$ cat src/shared/async_wait_pkg.sv
// Constants shared by the asynchronous wait and interrupt register block
package async_wait_pkg;

    // ------------------------------------------------------------------
    // Register bus geometry
    // ------------------------------------------------------------------
    localparam int ADDR_W = 8;
    localparam int DATA_W = 32;

    // ------------------------------------------------------------------
    // Register byte offsets
    // ------------------------------------------------------------------
    localparam logic [7:0] OFS_WAIT_CONFIG  = 8'h00;
    localparam logic [7:0] OFS_RAW_STATUS   = 8'h04;
    localparam logic [7:0] OFS_EN_STATUS    = 8'h08;
    localparam logic [7:0] OFS_ENABLE_SET   = 8'h0C;
    localparam logic [7:0] OFS_ENABLE_CLEAR = 8'h10;

    // ------------------------------------------------------------------
    // Field positions of async_wait_config
    // ------------------------------------------------------------------
    localparam int READY_POL_BIT = 30;
    localparam int TA_LSB        = 8;
    localparam int TA_W          = 3;
    localparam int MAXW_LSB      = 0;
    localparam int MAXW_W        = 8;

    // ------------------------------------------------------------------
    // Interrupt bit positions (raw, enabled, enable views alike)
    // ------------------------------------------------------------------
    localparam int TIMEOUT_BIT = 0;
    localparam int ILLEGAL_BIT = 2;
    localparam int IRQ_W       = 3;

    // ------------------------------------------------------------------
    // Reset values and timing counts
    // ------------------------------------------------------------------
    localparam logic [31:0] WAIT_CONFIG_RST = 32'h4000_0000;
    localparam logic [31:0] WAIT_CONFIG_MSK = 32'h4000_07FF;
    localparam logic [2:0]  IRQ_RST         = 3'h0;
    localparam int          WAIT_UNIT       = 16;
    localparam int          WAIT_CNT_W      = 12;
    localparam int          GAP_CNT_W       = 4;

    typedef enum logic [1:0] {
        WAIT_IDLE    = 2'b00,
        WAIT_EXTEND  = 2'b01,
        WAIT_EXPIRED = 2'b10
    } wait_state_t;

endpackage : async_wait_pkg

$ cat src/rtl/async_wait_timeout_irq_regs.sv
// Asynchronous wait configuration, timeout and interrupt status registers
`timescale 1ns/1ps
// ----------------------------------------------------------------------
// Operation
// ----------------------------------------------------------------------
// Operation
// - Ready pin active high when polarity bit is 1, low when 0.
// - Gap between asynchronous accesses is turnaround field plus one.
// - Extended cycle waits at most max wait times 16 cycles, one cycle when max wait is 0.
// - Raw timeout bit sets on timeout regardless of interrupt enable.
// - Writing 1 to raw timeout bit clears raw and enabled timeout.
// - Raw illegal-access bit sets on any illegal access.
// - Writing 1 to raw illegal bit clears raw and enabled illegal.
// - Raw status shows events whether or not interrupts are enabled.
// - Enabled illegal bit sets only while illegal enable is 1.
// - Writing 1 to enabled illegal bit clears it and raw bit.
// - Enabled timeout bit sets only while timeout enable is 1.
// - Writing 1 to enabled timeout bit clears it and raw bit.
// - Writing 1 to enable-set bit enables; both views read 1.
// - Writing 1 to enable-clear bit disables; both views read 0.
module async_wait_timeout_irq_regs (
    input  wire logic                               sys_clk,
    input  wire logic                               rst,
    input  wire logic [async_wait_pkg::ADDR_W-1:0]  regAddr,
    input  wire logic [async_wait_pkg::DATA_W-1:0]  regWrData,
    input  wire logic                               regWrite,
    input  wire logic                               regRead,
    output logic      [async_wait_pkg::DATA_W-1:0]  regRdData,
    input  wire logic                               asyncReadyPin,
    input  wire logic                               accessStart,
    input  wire logic                               strobeActive,
    input  wire logic                               accessEnd,
    input  wire logic                               illegalAccess,
    output logic                                    strobeExtend,
    output logic                                    waitTimeout,
    output logic                                    accessAllowed,
    output logic                                    irq
);
    import async_wait_pkg::*;

    // ------------------------------------------------------------------
    // State
    // ------------------------------------------------------------------
    logic [31:0]           waitConfig_reg;
    logic [IRQ_W-1:0]      rawStatus_reg;
    logic [IRQ_W-1:0]      rawStatus_next;
    logic [IRQ_W-1:0]      enStatus_reg;
    logic [IRQ_W-1:0]      enStatus_next;
    logic [IRQ_W-1:0]      irqEnable_reg;
    logic [IRQ_W-1:0]      irqEnable_next;
    logic [DATA_W-1:0]     rdData_reg;
    logic [WAIT_CNT_W-1:0] waitCount_reg;
    logic [WAIT_CNT_W-1:0] waitCount_next;
    logic [GAP_CNT_W-1:0]  gapCount_reg;
    logic [GAP_CNT_W-1:0]  gapCount_next;
    wait_state_t           waitState_reg;
    wait_state_t           waitState_next;
    logic                  timeoutPulse_reg;

    // ------------------------------------------------------------------
    // Helpers
    // ------------------------------------------------------------------
    function automatic logic hitWrite(input logic [7:0] a,
                                      input logic [7:0] ofs,
                                      input logic       wr);
        hitWrite = wr && (a == ofs);
    endfunction : hitWrite

    function automatic logic [DATA_W-1:0] padIrq(input logic [2:0] v);
        padIrq = {{(DATA_W-IRQ_W){1'b0}}, v};
    endfunction : padIrq

    // ------------------------------------------------------------------
    // Address decode
    // ------------------------------------------------------------------
    wire logic wrConfig   = hitWrite(regAddr, OFS_WAIT_CONFIG, regWrite);
    wire logic wrRaw      = hitWrite(regAddr, OFS_RAW_STATUS, regWrite);
    wire logic wrEnStat   = hitWrite(regAddr, OFS_EN_STATUS, regWrite);
    wire logic wrEnSet    = hitWrite(regAddr, OFS_ENABLE_SET, regWrite);
    wire logic wrEnClear  = hitWrite(regAddr, OFS_ENABLE_CLEAR, regWrite);

    wire logic [IRQ_W-1:0] wrBits    = regWrData[IRQ_W-1:0];
    wire logic [IRQ_W-1:0] statusClr = ({IRQ_W{wrRaw}} & wrBits)
                                     | ({IRQ_W{wrEnStat}} & wrBits);

    // ------------------------------------------------------------------
    // Configuration fields
    // ------------------------------------------------------------------
    wire logic            readyPolHigh = waitConfig_reg[READY_POL_BIT];
    wire logic [TA_W-1:0] taField = waitConfig_reg[TA_LSB +: TA_W];
    wire logic [MAXW_W-1:0] maxWait = waitConfig_reg[MAXW_LSB +: MAXW_W];
    // Limit in cycles; 255 * 16 still fits the 12-bit counter
    wire logic [WAIT_CNT_W-1:0] waitLimit =
        WAIT_CNT_W'({maxWait, 4'h0});

    // ------------------------------------------------------------------
    // Ready pin and timeout
    // ------------------------------------------------------------------
    // Polarity is applied before any use of the pin
    wire logic readyActive = (asyncReadyPin == readyPolHigh);
    wire logic wantExtend  = strobeActive && readyActive;
    wire logic limitHit    = (waitCount_reg >= waitLimit);

    always_comb begin
        waitState_next = waitState_reg;
        waitCount_next = waitCount_reg;
        case (waitState_reg)
            WAIT_IDLE: begin
                if (wantExtend && !accessStart) begin
                    waitState_next = WAIT_EXTEND;
                    waitCount_next = WAIT_CNT_W'(1);
                end
            end
            WAIT_EXTEND: begin
                if (!wantExtend) begin
                    waitState_next = WAIT_IDLE;
                end else if (limitHit) begin
                    waitState_next = WAIT_EXPIRED;
                end else begin
                    waitCount_next = waitCount_reg + WAIT_CNT_W'(1);
                end
            end
            WAIT_EXPIRED: begin
                if (!strobeActive) begin
                    waitState_next = WAIT_IDLE;
                end
            end
            default: begin
                waitState_next = WAIT_IDLE;
            end
        endcase
        if (accessStart) begin
            waitState_next = WAIT_IDLE;
            waitCount_next = '0;
        end
    end

    // Zero limit ends the cycle on its first extended beat
    wire logic timeoutEvent = (waitState_reg == WAIT_EXTEND)
                            && wantExtend && limitHit && !accessStart;

    // Once expired the strobe is released even if the pin stays active
    assign strobeExtend = wantExtend
                        && (waitState_reg != WAIT_EXPIRED)
                        && !timeoutEvent;
    assign waitTimeout  = timeoutPulse_reg;

    // ------------------------------------------------------------------
    // Turnaround gap
    // ------------------------------------------------------------------
    always_comb begin
        gapCount_next = gapCount_reg;
        if (accessEnd) begin
            gapCount_next = GAP_CNT_W'(taField) + GAP_CNT_W'(1);
        end else if (gapCount_reg != '0) begin
            gapCount_next = gapCount_reg - GAP_CNT_W'(1);
        end
    end

    assign accessAllowed = (gapCount_reg == '0);

    // ------------------------------------------------------------------
    // Interrupt status and enables
    // ------------------------------------------------------------------
    wire logic [IRQ_W-1:0] eventBits = {illegalAccess, 1'b0, timeoutEvent};

    // A new event wins over a clear in the same cycle
    assign rawStatus_next = eventBits
                          | (rawStatus_reg & ~statusClr);
    assign enStatus_next  = (eventBits & irqEnable_reg)
                          | (enStatus_reg & ~statusClr);
    // Set beats clear when both land on one bit in a single write
    assign irqEnable_next = ({IRQ_W{wrEnSet}} & wrBits)
                          | (irqEnable_reg
                             & ~({IRQ_W{wrEnClear}} & wrBits));

    assign irq = |enStatus_reg;

    // ------------------------------------------------------------------
    // Read path
    // ------------------------------------------------------------------
    wire logic [DATA_W-1:0] rdMux =
        (regAddr == OFS_WAIT_CONFIG)  ? waitConfig_reg :
        (regAddr == OFS_RAW_STATUS)   ? padIrq(rawStatus_reg) :
        (regAddr == OFS_EN_STATUS)    ? padIrq(enStatus_reg) :
        (regAddr == OFS_ENABLE_SET)   ? padIrq(irqEnable_reg) :
        (regAddr == OFS_ENABLE_CLEAR) ? padIrq(irqEnable_reg) :
        '0;

    assign regRdData = rdData_reg;

    // ------------------------------------------------------------------
    // Registers
    // ------------------------------------------------------------------
    always_ff @(posedge sys_clk) begin
        if (rst) begin
            waitConfig_reg <= WAIT_CONFIG_RST;
        end else if (wrConfig) begin
            waitConfig_reg <= regWrData & WAIT_CONFIG_MSK;
        end
    end

    always_ff @(posedge sys_clk) begin
        if (rst) begin
            rawStatus_reg <= IRQ_RST;
            enStatus_reg  <= IRQ_RST;
            irqEnable_reg <= IRQ_RST;
        end else begin
            rawStatus_reg <= rawStatus_next;
            enStatus_reg  <= enStatus_next;
            irqEnable_reg <= irqEnable_next;
        end
    end

    always_ff @(posedge sys_clk) begin
        if (rst) begin
            waitState_reg    <= WAIT_IDLE;
            waitCount_reg    <= '0;
            gapCount_reg     <= '0;
            timeoutPulse_reg <= 1'b0;
            rdData_reg       <= '0;
        end else begin
            waitState_reg    <= waitState_next;
            waitCount_reg    <= waitCount_next;
            gapCount_reg     <= gapCount_next;
            timeoutPulse_reg <= timeoutEvent;
            rdData_reg       <= regRead ? rdMux : '0;
        end
    end
endmodule : async_wait_timeout_irq_regs

$ cat config.mk
export PLATFORM = sky130hd
export DESIGN_NAME = async_wait_timeout_irq_regs
export DESIGN_NICKNAME = d
export VERILOG_FILES = /design/src/shared/async_wait_pkg.sv /design/src/rtl/async_wait_timeout_irq_regs.sv
export SDC_FILE = /design/constraint.sdc
export NUM_CORES = 1
export LEC_CHECK = 0
export ABC_CLOCK_PERIOD_IN_PS = 2740
export BUFFER_PORTS_ARGS = -buffer_cell sky130_fd_sc_hd__buf_2
export CAP_MARGIN = 15
export CORE_UTILIZATION = 53
export CTS_BUF_LIST = sky130_fd_sc_hd__clkbuf_4
export DETAILED_ROUTE_END_ITERATION = 7
export GPL_ROUTABILITY_DRIVEN = 0
export PLACE_DENSITY = 0.82
export SYNTH_ARGS = -nofsm -noshare
export SYNTH_HDL_FRONTEND = slang
export SYNTH_SLANG_ARGS = --single-unit
$ cat constraint.sdc
create_clock -name sys_clk -period 2.74 [get_ports sys_clk]
set_input_delay 0.548 -clock sys_clk [delete_from_list [all_inputs] [get_ports sys_clk]]
set_output_delay 0.548 -clock sys_clk [all_outputs]
set_load 0.1 [all_outputs]
==> results.md, run 1 <==
* Multi-input gate area at 1524 um2
* Final period util at 103.2%
* Cts bufs inserted at 5
* Worst Setup EP: strobeExtend
* RSZ-0062 raised after global routing: yes
* Vias per Instance at 5.312
* Final-report setup violation count at 1
* Antenna violations before repair at 0
* Slew headroom at 54.91%
* Clk_lat worst skew at 380 ps
* Routed wire per std cell at 12.70 um
* DRT antenna net count at 0
* Min-Delay Path Depth at 3
* Row cnt at 25
* Pleak at 0.001384 uW
* Root buf cell: clkbuf_4
* First-pass iteration count of the detailed router at 4
* Max VDD drop at 358.3 uV
* Share of layout cells above drive strength 1 at 26.06%
* Ys Warns at 0
* Initial Util at 55.95%
* Placed Area at 2968 um2
* Minimum clock period at 2829 ps
* Start point of the critical path: waitCount_reg[4]$_SDFFE_PP0P_
* Congestion Overflow GR at 0
* Worst-path clk slew at 160 ps
* CTS max path bufs at 2
* Yosys top cell by area: dfxtp_1
* # DRC at 0
* Max-cap violations at 0
* Vias in the first global route at 2,185
* First-pass GRT wire length at 9335 um
* Outcome: finished, violations left
* Proportion of netlist area held by the largest area contributor at 38.88%
* DR vias at 2,353
* Pre-CTS setup slack at 83.76 ps
* R2R Path End: waitCount_reg[5]$_SDFFE_PP0P_
* Fin nets at 436
* Ports at 85
* DR iter-0 viols at 177
* Most frequent cell after synthesis: dfxtp_1
* Reg2Reg Setup Slack at 210 ps
* Die height at 73.08 um
* Met2 routed WL at 2642 um
* CP Max Fanout at 2
* Syn_area_per_cell at 8.394 um2
* Worst Skew at 17.05 ps
* Post-synth top cells: 52 x dfxtp_1, 47 x nor2_1, 28 x nand2_1, 23 x a21oi_1, 23 x inv_1
* Total track usage at 22.47%
* CP Launch Type: flop
* FF+latch area at 1047 um2
* H-Tree Level Count at 2
* Worst hold path class: primary input to flop
* Worst path slowest cell: dfxtp_2
* Pwr Density at 446.2 nW/um2
* Register area share after synthesis at 38.88%
* Max Slew Vio Count at 0
* Setup_tns at -88.79 ps
* Worst path cell trace: inv_2, ha_4, nand4_1, o31ai_2, a21o_2, a21oi_2, or3_4, nor3b_4, buf_12
* Cells after Synth at 319
* Post-DP HPWL at 4151 um
* Most used flip-flop cell after synthesis: dfxtp_1
* Async S/R FF share, synth at 0%
* Synth area leaders: dfxtp_1 39%, nor2_1 6.6%, buf_4 5.6%
* Clock Sinks at 52
* Pin count of the biggest net entering global routing at 29
* PortBufs at 44
* Final instance area at 3136 um2
* Met3 wire len at 297 um
* Critical path class: flop to output pin
* CTS tree: yes
* Highest Signal Layer: met4
* Max stage delay on crit path at 370 ps
* WL final at 5626 um
* Core area at 4786 um2
* Seq cells post-synth at 52
* F_max at 0.3535 GHz
* Number of flops mapped to enable cells by yosys at 0
* Area grow syn2layout at 17.10%
* # fillers at 421
* R2R Path Start: waitCount_reg[0]$_SDFFE_PP0P_
* Failing checks: setup timing
* Die Span X at 73.08 um
* Fin worst setup slack at -88.79 ps
* Antenna Cells at 0
* Fin. Hold Viols at 0
* WP data required at 2190 ps
* Die ar. at 5340 um2
* Data arrival, critical path at 2280 ps
* Worst Tran Pin Value at 671.2 ps
* R2R depth at 10
* Crit path capture type: output pin
* Mapped cell area at 2678 um2
* Synth cell types at 52
* Met1 WL at 2566 um
layout make-up:
type,instances,area share (%)
Multi-Input combinational cell,236,48.60
Sequential cell,52,33.40
Tap cell,67,2.674
Clock inverter,2,0.5188
Clock buffer,6,1.437
Inverter,23,2.753
Timing Repair Buffer,57,10.61
metrics by stage:
stage | util (%) | instances | total power (uW) | hold WS [ps]
5_1_grt | 65.52 | 443 | 1449 | 383.4
2_1_floorplan | - | 338 | 1025 | 429.5
4_1_cts | 65.20 | 442 | 1404 | 383.3
3_3_place_gp | 62.01 | 428 | 1044 | 443.7
3_5_place_dp | 62.01 | 428 | 1048 | 454.8
6_report | 65.52 | 443 | 1399 | 388.1
what timing repair did:
| item | 4_1_cts | 5_1_grt |
|---|---|---|
| gates resized for setup | 14 | 1 |
| hold endpoints to repair | 0 | 0 |
| hold buffers | 0 | 0 |
| setup endpoints to repair | 1 | 1 |
| setup buffers | 6 | 1 |
| pin swaps | 8 | 3 |
worst max-delay path: cells and delay by family, from the launching register on:
family / cells / cell delay (ps)
compound gates: 3 / 470
fa+ha+maj: 1 / 250
buf+inv: 2 / 220
flops: 1 / 370
simple gates: 3 / 600
power breakdown:
part	switching, uW	internal [uW]
Clock	250	112
Combinational	214	52.8
Sequential	5.86	764
Total	470	929
how the worst min path moves through the flow:
| stage | from | endpoint |
|---|---|---|
| after floorplan | rawStatus_reg[1]$_SDFF_PP0_ | rawStatus_reg[1]$_SDFF_PP0_ |
| after global placement | rawStatus_reg[1]$_SDFF_PP0_ | rawStatus_reg[1]$_SDFF_PP0_ |
| after detailed placement | rawStatus_reg[1]$_SDFF_PP0_ | rawStatus_reg[1]$_SDFF_PP0_ |
| after CTS | illegalAccess | rawStatus_reg[2]$_SDFF_PP0_ |
| after global routing | regWrData[10] | waitConfig_reg[10]$_SDFFE_PP0P_ |
| final | illegalAccess | rawStatus_reg[2]$_SDFF_PP0_ |
kinds of logic after synthesis:
kind of cell | synth area share [%]
AOI/OAI and AO/OA | 16.03
xor gates and xnor gates | 2.897
adders and majority gates | 5.607
buffers and inverters | 9.859
DFF | 38.88
muxes | 4.907
other | 0.1401
and+or+nand+nor | 21.68
per-layer routing:
layer / up-vias / global-route usage (%)
met5: - / 0
met4: 0 / 10.46
met3: 11 / 3.591
met2: 84 / 37.14
met1: 1094 / 28.65
li1: 1164 / -
cells in the final DEF, fill, tap and decap left out, types with 5 or more instances in the layout:
cell type and instances:
nor2_1 47, dfxtp_1 47, buf_2 43, nand2_1 28, a21oi_1 21, inv_1 20, conb_1 20, buf_4 13
mux2i_1 12, nor3_1 11, o21ai_0 10, ha_1 8, nand3_1 7, clkbuf_4 6, and2_1 5, dfxtp_2 5
Note: power is estimated with default switching activity, not from simulation.
==> run 2, diff against run 1 <==
==> constraint.sdc (replaced) <==
create_clock -name sys_clk -period 2.74 [get_ports sys_clk]
set_input_delay 0.137 -clock sys_clk [delete_from_list [all_inputs] [get_ports sys_clk]]
set_output_delay 0.137 -clock sys_clk [all_outputs]
set_load 0.1 [all_outputs]
==> run 2 against run 1 <==
  * The run now ends clean
  * Count of clock-buffer cells in the layout down 1
  * Register-to-register slack better by 20 ps
  * Die area did not move
  * Worst setup slack improved by 180 ps
  * Utilization down 0.39 points
  * Critical path type unchanged
  * Highest routed layer unchanged
==> results.md, run 2 (synthesis gave the netlist of run 1 again) <==
* WL final at 5857 um (+4.1%)
* Ports at 85 (unchanged)
* Proportion of power drawn by the clock network at 29.7% (+3.8 points)
* Int Power at 1014 uW (+9.1%)
* Fin worst setup slack at 95.40 ps (+184.2 ps)
* Clk_lat worst skew at 390 ps (about the same)
* Worst Skew at 9.733 ps (-7.317 ps)
* Congestion Overflow GR at 0 (unchanged)
* Data arrival, critical path at 2510 ps (+230 ps)
* Slew headroom at 57.55% (+2.6 points)
* Max-cap violations at 0 (unchanged)
* Vias per Instance at 5.276 (-0.67%)
* Net Switching at 473.7 uW (+0.77%)
* Pin count of the biggest net entering global routing at 30 (+3.4%)
* CTS tree: yes
* Max Slew Vio Count at 0 (unchanged)
* CTS max path bufs at 2 (unchanged)
* # DRC at 0 (unchanged)
* Routed wire per std cell at 13.25 um (+4.3%)
* F_max at 0.3781 GHz (+7.0%)
* GR peak layer: met2
* Share of layout cells above drive strength 1 at 20.53% (-5.5 points)
* Post-DP HPWL at 4121 um (-0.73%)
* DRT antenna net count at 0 (unchanged)
* Share of power burned in registers at 51.8% (-3.2 points)
* Final-report setup violation count at 0 (-1)
* Critical path class: flop to output pin
* Worst-path clk slew at 140 ps (-20 ps)
* Clock Sinks at 52 (unchanged)
* Comb power frac at 18.5% (-0.6 points)
* Area grow syn2layout at 16.40%
* Fin nets at 435 (-0.23%)
* First-pass GRT wire length at 9287 um (-0.51%)
* Net Sw Frac at 31.85% (-1.7 points)
* Initial Util at 55.95% (unchanged)
* DR vias at 2,332 (-0.89%)
* H-Tree Level Count at 2 (unchanged)
* Final period util at 96.52% (-6.7 points)
* Cts bufs inserted at 5 (unchanged)
* Met1 GRT Util at 27.74% (-0.90 points)
* Minimum clock period at 2645 ps (-184.2 ps)
* Met3 Use GR at 5.110% (+1.5 points)
* Antenna violations before repair at 0 (unchanged)
* Antenna Cells at 0 (unchanged)
* Row cnt at 25 (unchanged)
* DR iter-0 viols at 215 (+21%)
* Pwr Density at 477.2 nW/um2 (+6.9%)
* Placed Area at 2894 um2 (-2.5%)
* Die height at 73.08 um (unchanged)
* Final instance area at 3117 um2 (-0.60%)
* Vias in the first global route at 2,098 (-4.0%)
* Fin. Hold Viols at 0 (unchanged)
* Pleak at 0.001377 uW (-0.53%)
* CP Launch Type: flop
* Worst Tran Pin Value at 631.9 ps (-39.36 ps)
* Met2 Resource Use GR at 39.61% (+2.5 points)
* Die Span X at 73.08 um (unchanged)
* Root buf cell: clkbuf_4
* Pre-CTS setup slack at 194.1 ps (+110.3 ps)
* Core area at 4786 um2 (unchanged)
* Setup_tns at 0 ps (+88.79 ps)
* Die ar. at 5340 um2 (unchanged)
* RSZ-0062 raised after global routing: no
* First-pass iteration count of the detailed router at 4 (unchanged)
* Crit path capture type: output pin
* WP data required at 2600 ps (+410 ps)
* Worst hold path class: primary input to flop
* Most frequent cells in the layout: 51 x dfxtp_1, 47 x nor2_1, 43 x buf_2
* PortBufs at 44 (unchanged)
* Total track usage at 23.01% (+0.54 points)
* Max VDD drop at 365.6 uV (+2.0%)
* Most common cell after layout, fill and taps aside: dfxtp_1
* CP Max Fanout at 4 (+2)
* Outcome: complete, no violations
==> run 2: power by group through the flow <==
stage | combinational, uW | sequential, uW | clock [uW]
after floorplan | 240 | 785 | 0
after global placement | 256 | 786 | 0
after detailed placement | 260 | 786 | 0
after CTS | 271 | 770 | 446
after global routing | 293 | 771 | 477
final | 275 | 770 | 442
==> run 2: layout make-up <==
cell class | instances | area (um2)
Clock buffer | 5 | 37.54
Sequential cell | 52 | 1042
Inverter | 23 | 86.33
Timing Repair Buffer | 56 | 345.3
Multi-Input combinational cell | 236 | 1479
Tap cell | 67 | 83.83
Fill cell | 411 | 1669
Clock inverter | 3 | 42.54
==> run 2: path summary, 6_finish.rpt <==
check | startpoint | end | slack, ps | depth (start not counted)
max | waitConfig_reg[2]$_SDFFE_PP0P_ | strobeExtend | 100 | 9
min reg2reg | waitConfig_reg[5]$_SDFFE_PP0P_ | regRdData[5]$_SDFF_PP0_ | 480 | 2
min | illegalAccess | rawStatus_reg[2]$_SDFF_PP0_ | 5 | 3
max reg2reg | waitConfig_reg[2]$_SDFFE_PP0P_ | waitCount_reg[5]$_SDFFE_PP0P_ | 230 | 9
==> run 2: critical path, cell delays in order (launching register included) <==
cell and delay (ps):
dfxtp_1 370, inv_1 60, ha_1 310, nand4_1 140, o31ai_4 270, a21o_2 180, a21oi_2 70, or3_4 380
nor3b_4 170, buf_8 180
==> run 2: repair_timing <==
| item | 4_1_cts | 5_1_grt |
|---|---|---|
| endpoints found under the setup margin | 1 | 1 |
| pin swaps | 1 | 0 |
| endpoints found under the hold margin | 8 | 2 |
| setup buffers | 1 | 0 |
| resized for setup | 4 | 5 |
| hold buffers | 8 | 2 |
==> run 2: per-stage QoR <==
step	utilization, %	hold slack [ps]	std cells	total power, uW
2_1_floorplan	-	232.6	338	1025
3_3_place_gp	60.47	364.3	423	1041
3_5_place_dp	60.47	373.7	423	1046
4_1_cts	64.37	0.2129	440	1487
5_1_grt	65.12	5.168	442	1541
6_report	65.12	5.001	442	1487
==> run 2: metal layers <==
layer	up-vias	part of all wire, %
met3	6	6.0
met5	-	0
met4	0	1.2
met2	101	50
met1	1066	43
li1	1159	-
==> run 3, diff against run 2 <==
--- a/config.mk
+++ b/config.mk
@@ -5,7 +5,7 @@
 export SDC_FILE = /design/constraint.sdc
 export NUM_CORES = 1
 export LEC_CHECK = 0
-export ABC_CLOCK_PERIOD_IN_PS = 2740
+export ABC_CLOCK_PERIOD_IN_PS = 2800
 export BUFFER_PORTS_ARGS = -buffer_cell sky130_fd_sc_hd__buf_2
 export CAP_MARGIN = 15
 export CORE_UTILIZATION = 53
==> constraint.sdc (replaced) <==
create_clock -name sys_clk -period 2.8 [get_ports sys_clk]
set_input_delay 0.14 -clock sys_clk [delete_from_list [all_inputs] [get_ports sys_clk]]
set_output_delay 0.14 -clock sys_clk [all_outputs]
set_load 0.1 [all_outputs]
==> run 3 against run 2 <==
  * The flow now finishes with violations (hold timing)
  * Sequential power shrank 2%
  * Wire length shrank 7.2%
  * Utilization shrank 3.0 points
  * Clock power shrank 29%
  * Cell count shrank 2.3%
  * Non-clock buffer count shrank 9
  * Via count shrank 3.6%
  * Critical endpoint unchanged
  * Largest cell class unchanged
  * Largest power group unchanged
  * Highest routed layer unchanged
==> results.md, run 3 (synthesis gave the netlist of run 1 again) <==
* Outcome: finished, violations left
* Failing checks: hold timing
* Worst Tran Pin Value at 636.1 ps (+4.198 ps)
* First-pass iteration count of the detailed router at 4 (unchanged)
* CTS tree: yes
* Crit path capture type: output pin
* Post-DP HPWL at 4081 um (-0.97%)
* Top delay family on crit path: simple AND/OR/NAND/NOR gates
* # fillers at 441 (+7.3%)
* Finished Layout Cells at 432 (-2.3%)
* WP data required at 2660 ps (+60 ps)
* Pin count of the biggest net entering global routing at 30 (unchanged)
* Ports at 85 (unchanged)
* Inst Count DP at 423 (unchanged)
* Worst path cell trace: inv_1, ha_1, nand4_1, o31ai_4, a21o_2, a21oi_1, or3_4, nor3b_4, buf_6
* PortBufs at 44 (unchanged)
* Critical path class: flop to output pin
* Final-report setup violation count at 0 (unchanged)
* Total power at 1323 uW (-11%)
* First-pass GRT wire length at 8976 um (-3.3%)
* Clock Sinks at 52 (unchanged)
* Routed wire per std cell at 12.59 um (-5.0%)
* Max stage delay on crit path at 380 ps (about the same)
* Vias in the first global route at 2,057 (-2.0%)
* Setup_tns at 0 ps (unchanged)
* Root buf cell: clkbuf_4
* CP Max Fanout at 4 (unchanged)
* CP Launch Type: flop
* Vias per Instance at 5.206 (-1.3%)
* Pleak at 0.001321 uW (-4.1%)
* Met3 Use GR at 4.558% (-0.55 points)
* DR iter-0 viols at 159 (-26%)
* Worst-path clk slew at 140 ps (about the same)
* DRT antenna net count at 0 (unchanged)
* # DRC at 0 (unchanged)
* Pre-CTS setup slack at 272.3 ps (+78.25 ps)
* H-Tree Level Count at 2 (unchanged)
* Die ar. at 5340 um2 (unchanged)
* Met2 Resource Use GR at 35.60% (-4.0 points)
* Antenna violations before repair at 0 (unchanged)
* Data arrival, critical path at 2500 ps (about the same)
* Fin nets at 426 (-2.1%)
* Total track usage at 21.83% (-1.2 points)
* Max VDD drop at 471.7 uV (+29%)
* F_max at 0.3791 GHz
* Die height at 73.08 um (unchanged)
* RSZ-0062 raised after global routing: no
* Initial Util at 55.95% (unchanged)
* Most common cell after layout, fill and taps aside: dfxtp_1
* Max-cap violations at 0 (unchanged)
* Most frequent cells in the layout: 52 x dfxtp_1, 47 x nor2_1, 43 x buf_2
* GR peak layer: met2
* Clk_lat worst skew at 360 ps (-30 ps)
* Pwr Density at 444.5 nW/um2 (-6.9%)
* WL final at 5437 um (-7.2%)
* Worst Skew at 7.058 ps (-2.675 ps)
* Antenna Cells at 0 (unchanged)
* Congestion Overflow GR at 0 (unchanged)
* Share of layout cells above drive strength 1 at 19.18% (-1.4 points)
* Final period util at 94.20%
* Cts bufs inserted at 5 (unchanged)
* Slew headroom at 57.27% (-0.28 points)
* Area grow syn2layout at 11.12%
* Worst path slowest cell: dfxtp_1
* CP bufs+invs at 2 (unchanged)
* Die Span X at 73.08 um (unchanged)
* Fin worst setup slack at 162.4 ps (+66.96 ps)
* CTS max path bufs at 2 (unchanged)
* Minimum clock period at 2638 ps
* Max Slew Vio Count at 0 (unchanged)
* Met1 GRT Util at 28.24% (+0.49 points)
* Row cnt at 25 (unchanged)
* Worst hold path class: primary input to flop
* Worst hold slack at -0.2479 ps (-5.248 ps)
* Core area at 4786 um2 (unchanged)
* Fin. Hold Viols at 1 (+1)
* DR vias at 2,249 (-3.6%)
==> run 3: cell count changes in the layout (fill, tap and decap cells not counted) <==
cell,change
dfxtp_1,+1
o21ai_2,-1
o21ai_1,+1
buf_8,-1
clkinvlp_4,-1
dlygate4sd3_1,-9
a21oi_2,-2
bufinv_16,-1
clkinv_2,-1
dfxtp_2,-1
clkinv_1,+2
buf_6,+1
a21oi_1,+2
==> run 3: repair_timing <==
action,4_1_cts,5_1_grt
hold buffers,0,1
gates cloned,0,0
gates resized for setup,2,2
pin swaps,1,0
buffers inserted,1,0
hold endpoints to repair,0,1
endpoints found under the setup margin,1,1
==> run 3: power by group <==
group          internal (uW)  total [uW]  switching, uW
logic                   49.0         257            208
clock network           88.4         312            224
registers                747         753           5.59
total                    885        1320            438
==> run 3: final timing paths <==
check	slack, ps	depth (start not counted)	to	from
hold / removal	-0.2	3	waitConfig_reg[5]$_SDFFE_PP0P_	regWrData[5]
setup reg to reg	270	9	waitCount_reg[5]$_SDFFE_PP0P_	waitConfig_reg[1]$_SDFFE_PP0P_
hold reg to reg	480	1	rawStatus_reg[1]$_SDFF_PP0_	rawStatus_reg[1]$_SDFF_PP0_
setup / recovery	160	9	strobeExtend	waitConfig_reg[1]$_SDFFE_PP0P_
==> run 3: layout make-up <==
cell class	count	area, um2	area share (%)
clock inverters	2	7.507	0.2523
repair buffers	47	251.5	8.452
multi-input cells	236	1468	49.33
flip-flops and latches	52	1041	34.99
clock buffers	5	37.54	1.262
inverters	23	86.33	2.902
well taps	67	83.83	2.817
==> run 3: worst register-to-register path, stage by stage (launching register included) <==
cell and delay (ps):
dfxtp_1 380, inv_1 50, ha_1 310, nand4_1 140, o31ai_4 90, buf_4 150, a2111oi_4 490, nor2_2 180
or3_1 420, a221oi_2 230
==> run 3: layer usage <==
layer,vias to the layer above,share of wire (%)
met1,1032,47
met5,-,0
met2,73,46
met4,0,1.2
li1,1137,-
met3,7,5.7
==> run 3: per-stage QoR <==
| step | hold slack, ps | util (%) | instance area (um2) |
|---|---|---|---|
| floorplan | 235.6 | - | 2760 |
| global placement | 367.5 | 60.47 | 2894 |
| detailed placement | 381.4 | 60.47 | 2894 |
| CTS | 4.778 | 61.80 | 2958 |
| global route | 4.250 | 62.17 | 2975 |
| finish | -0.2479 | 62.17 | 2975 |
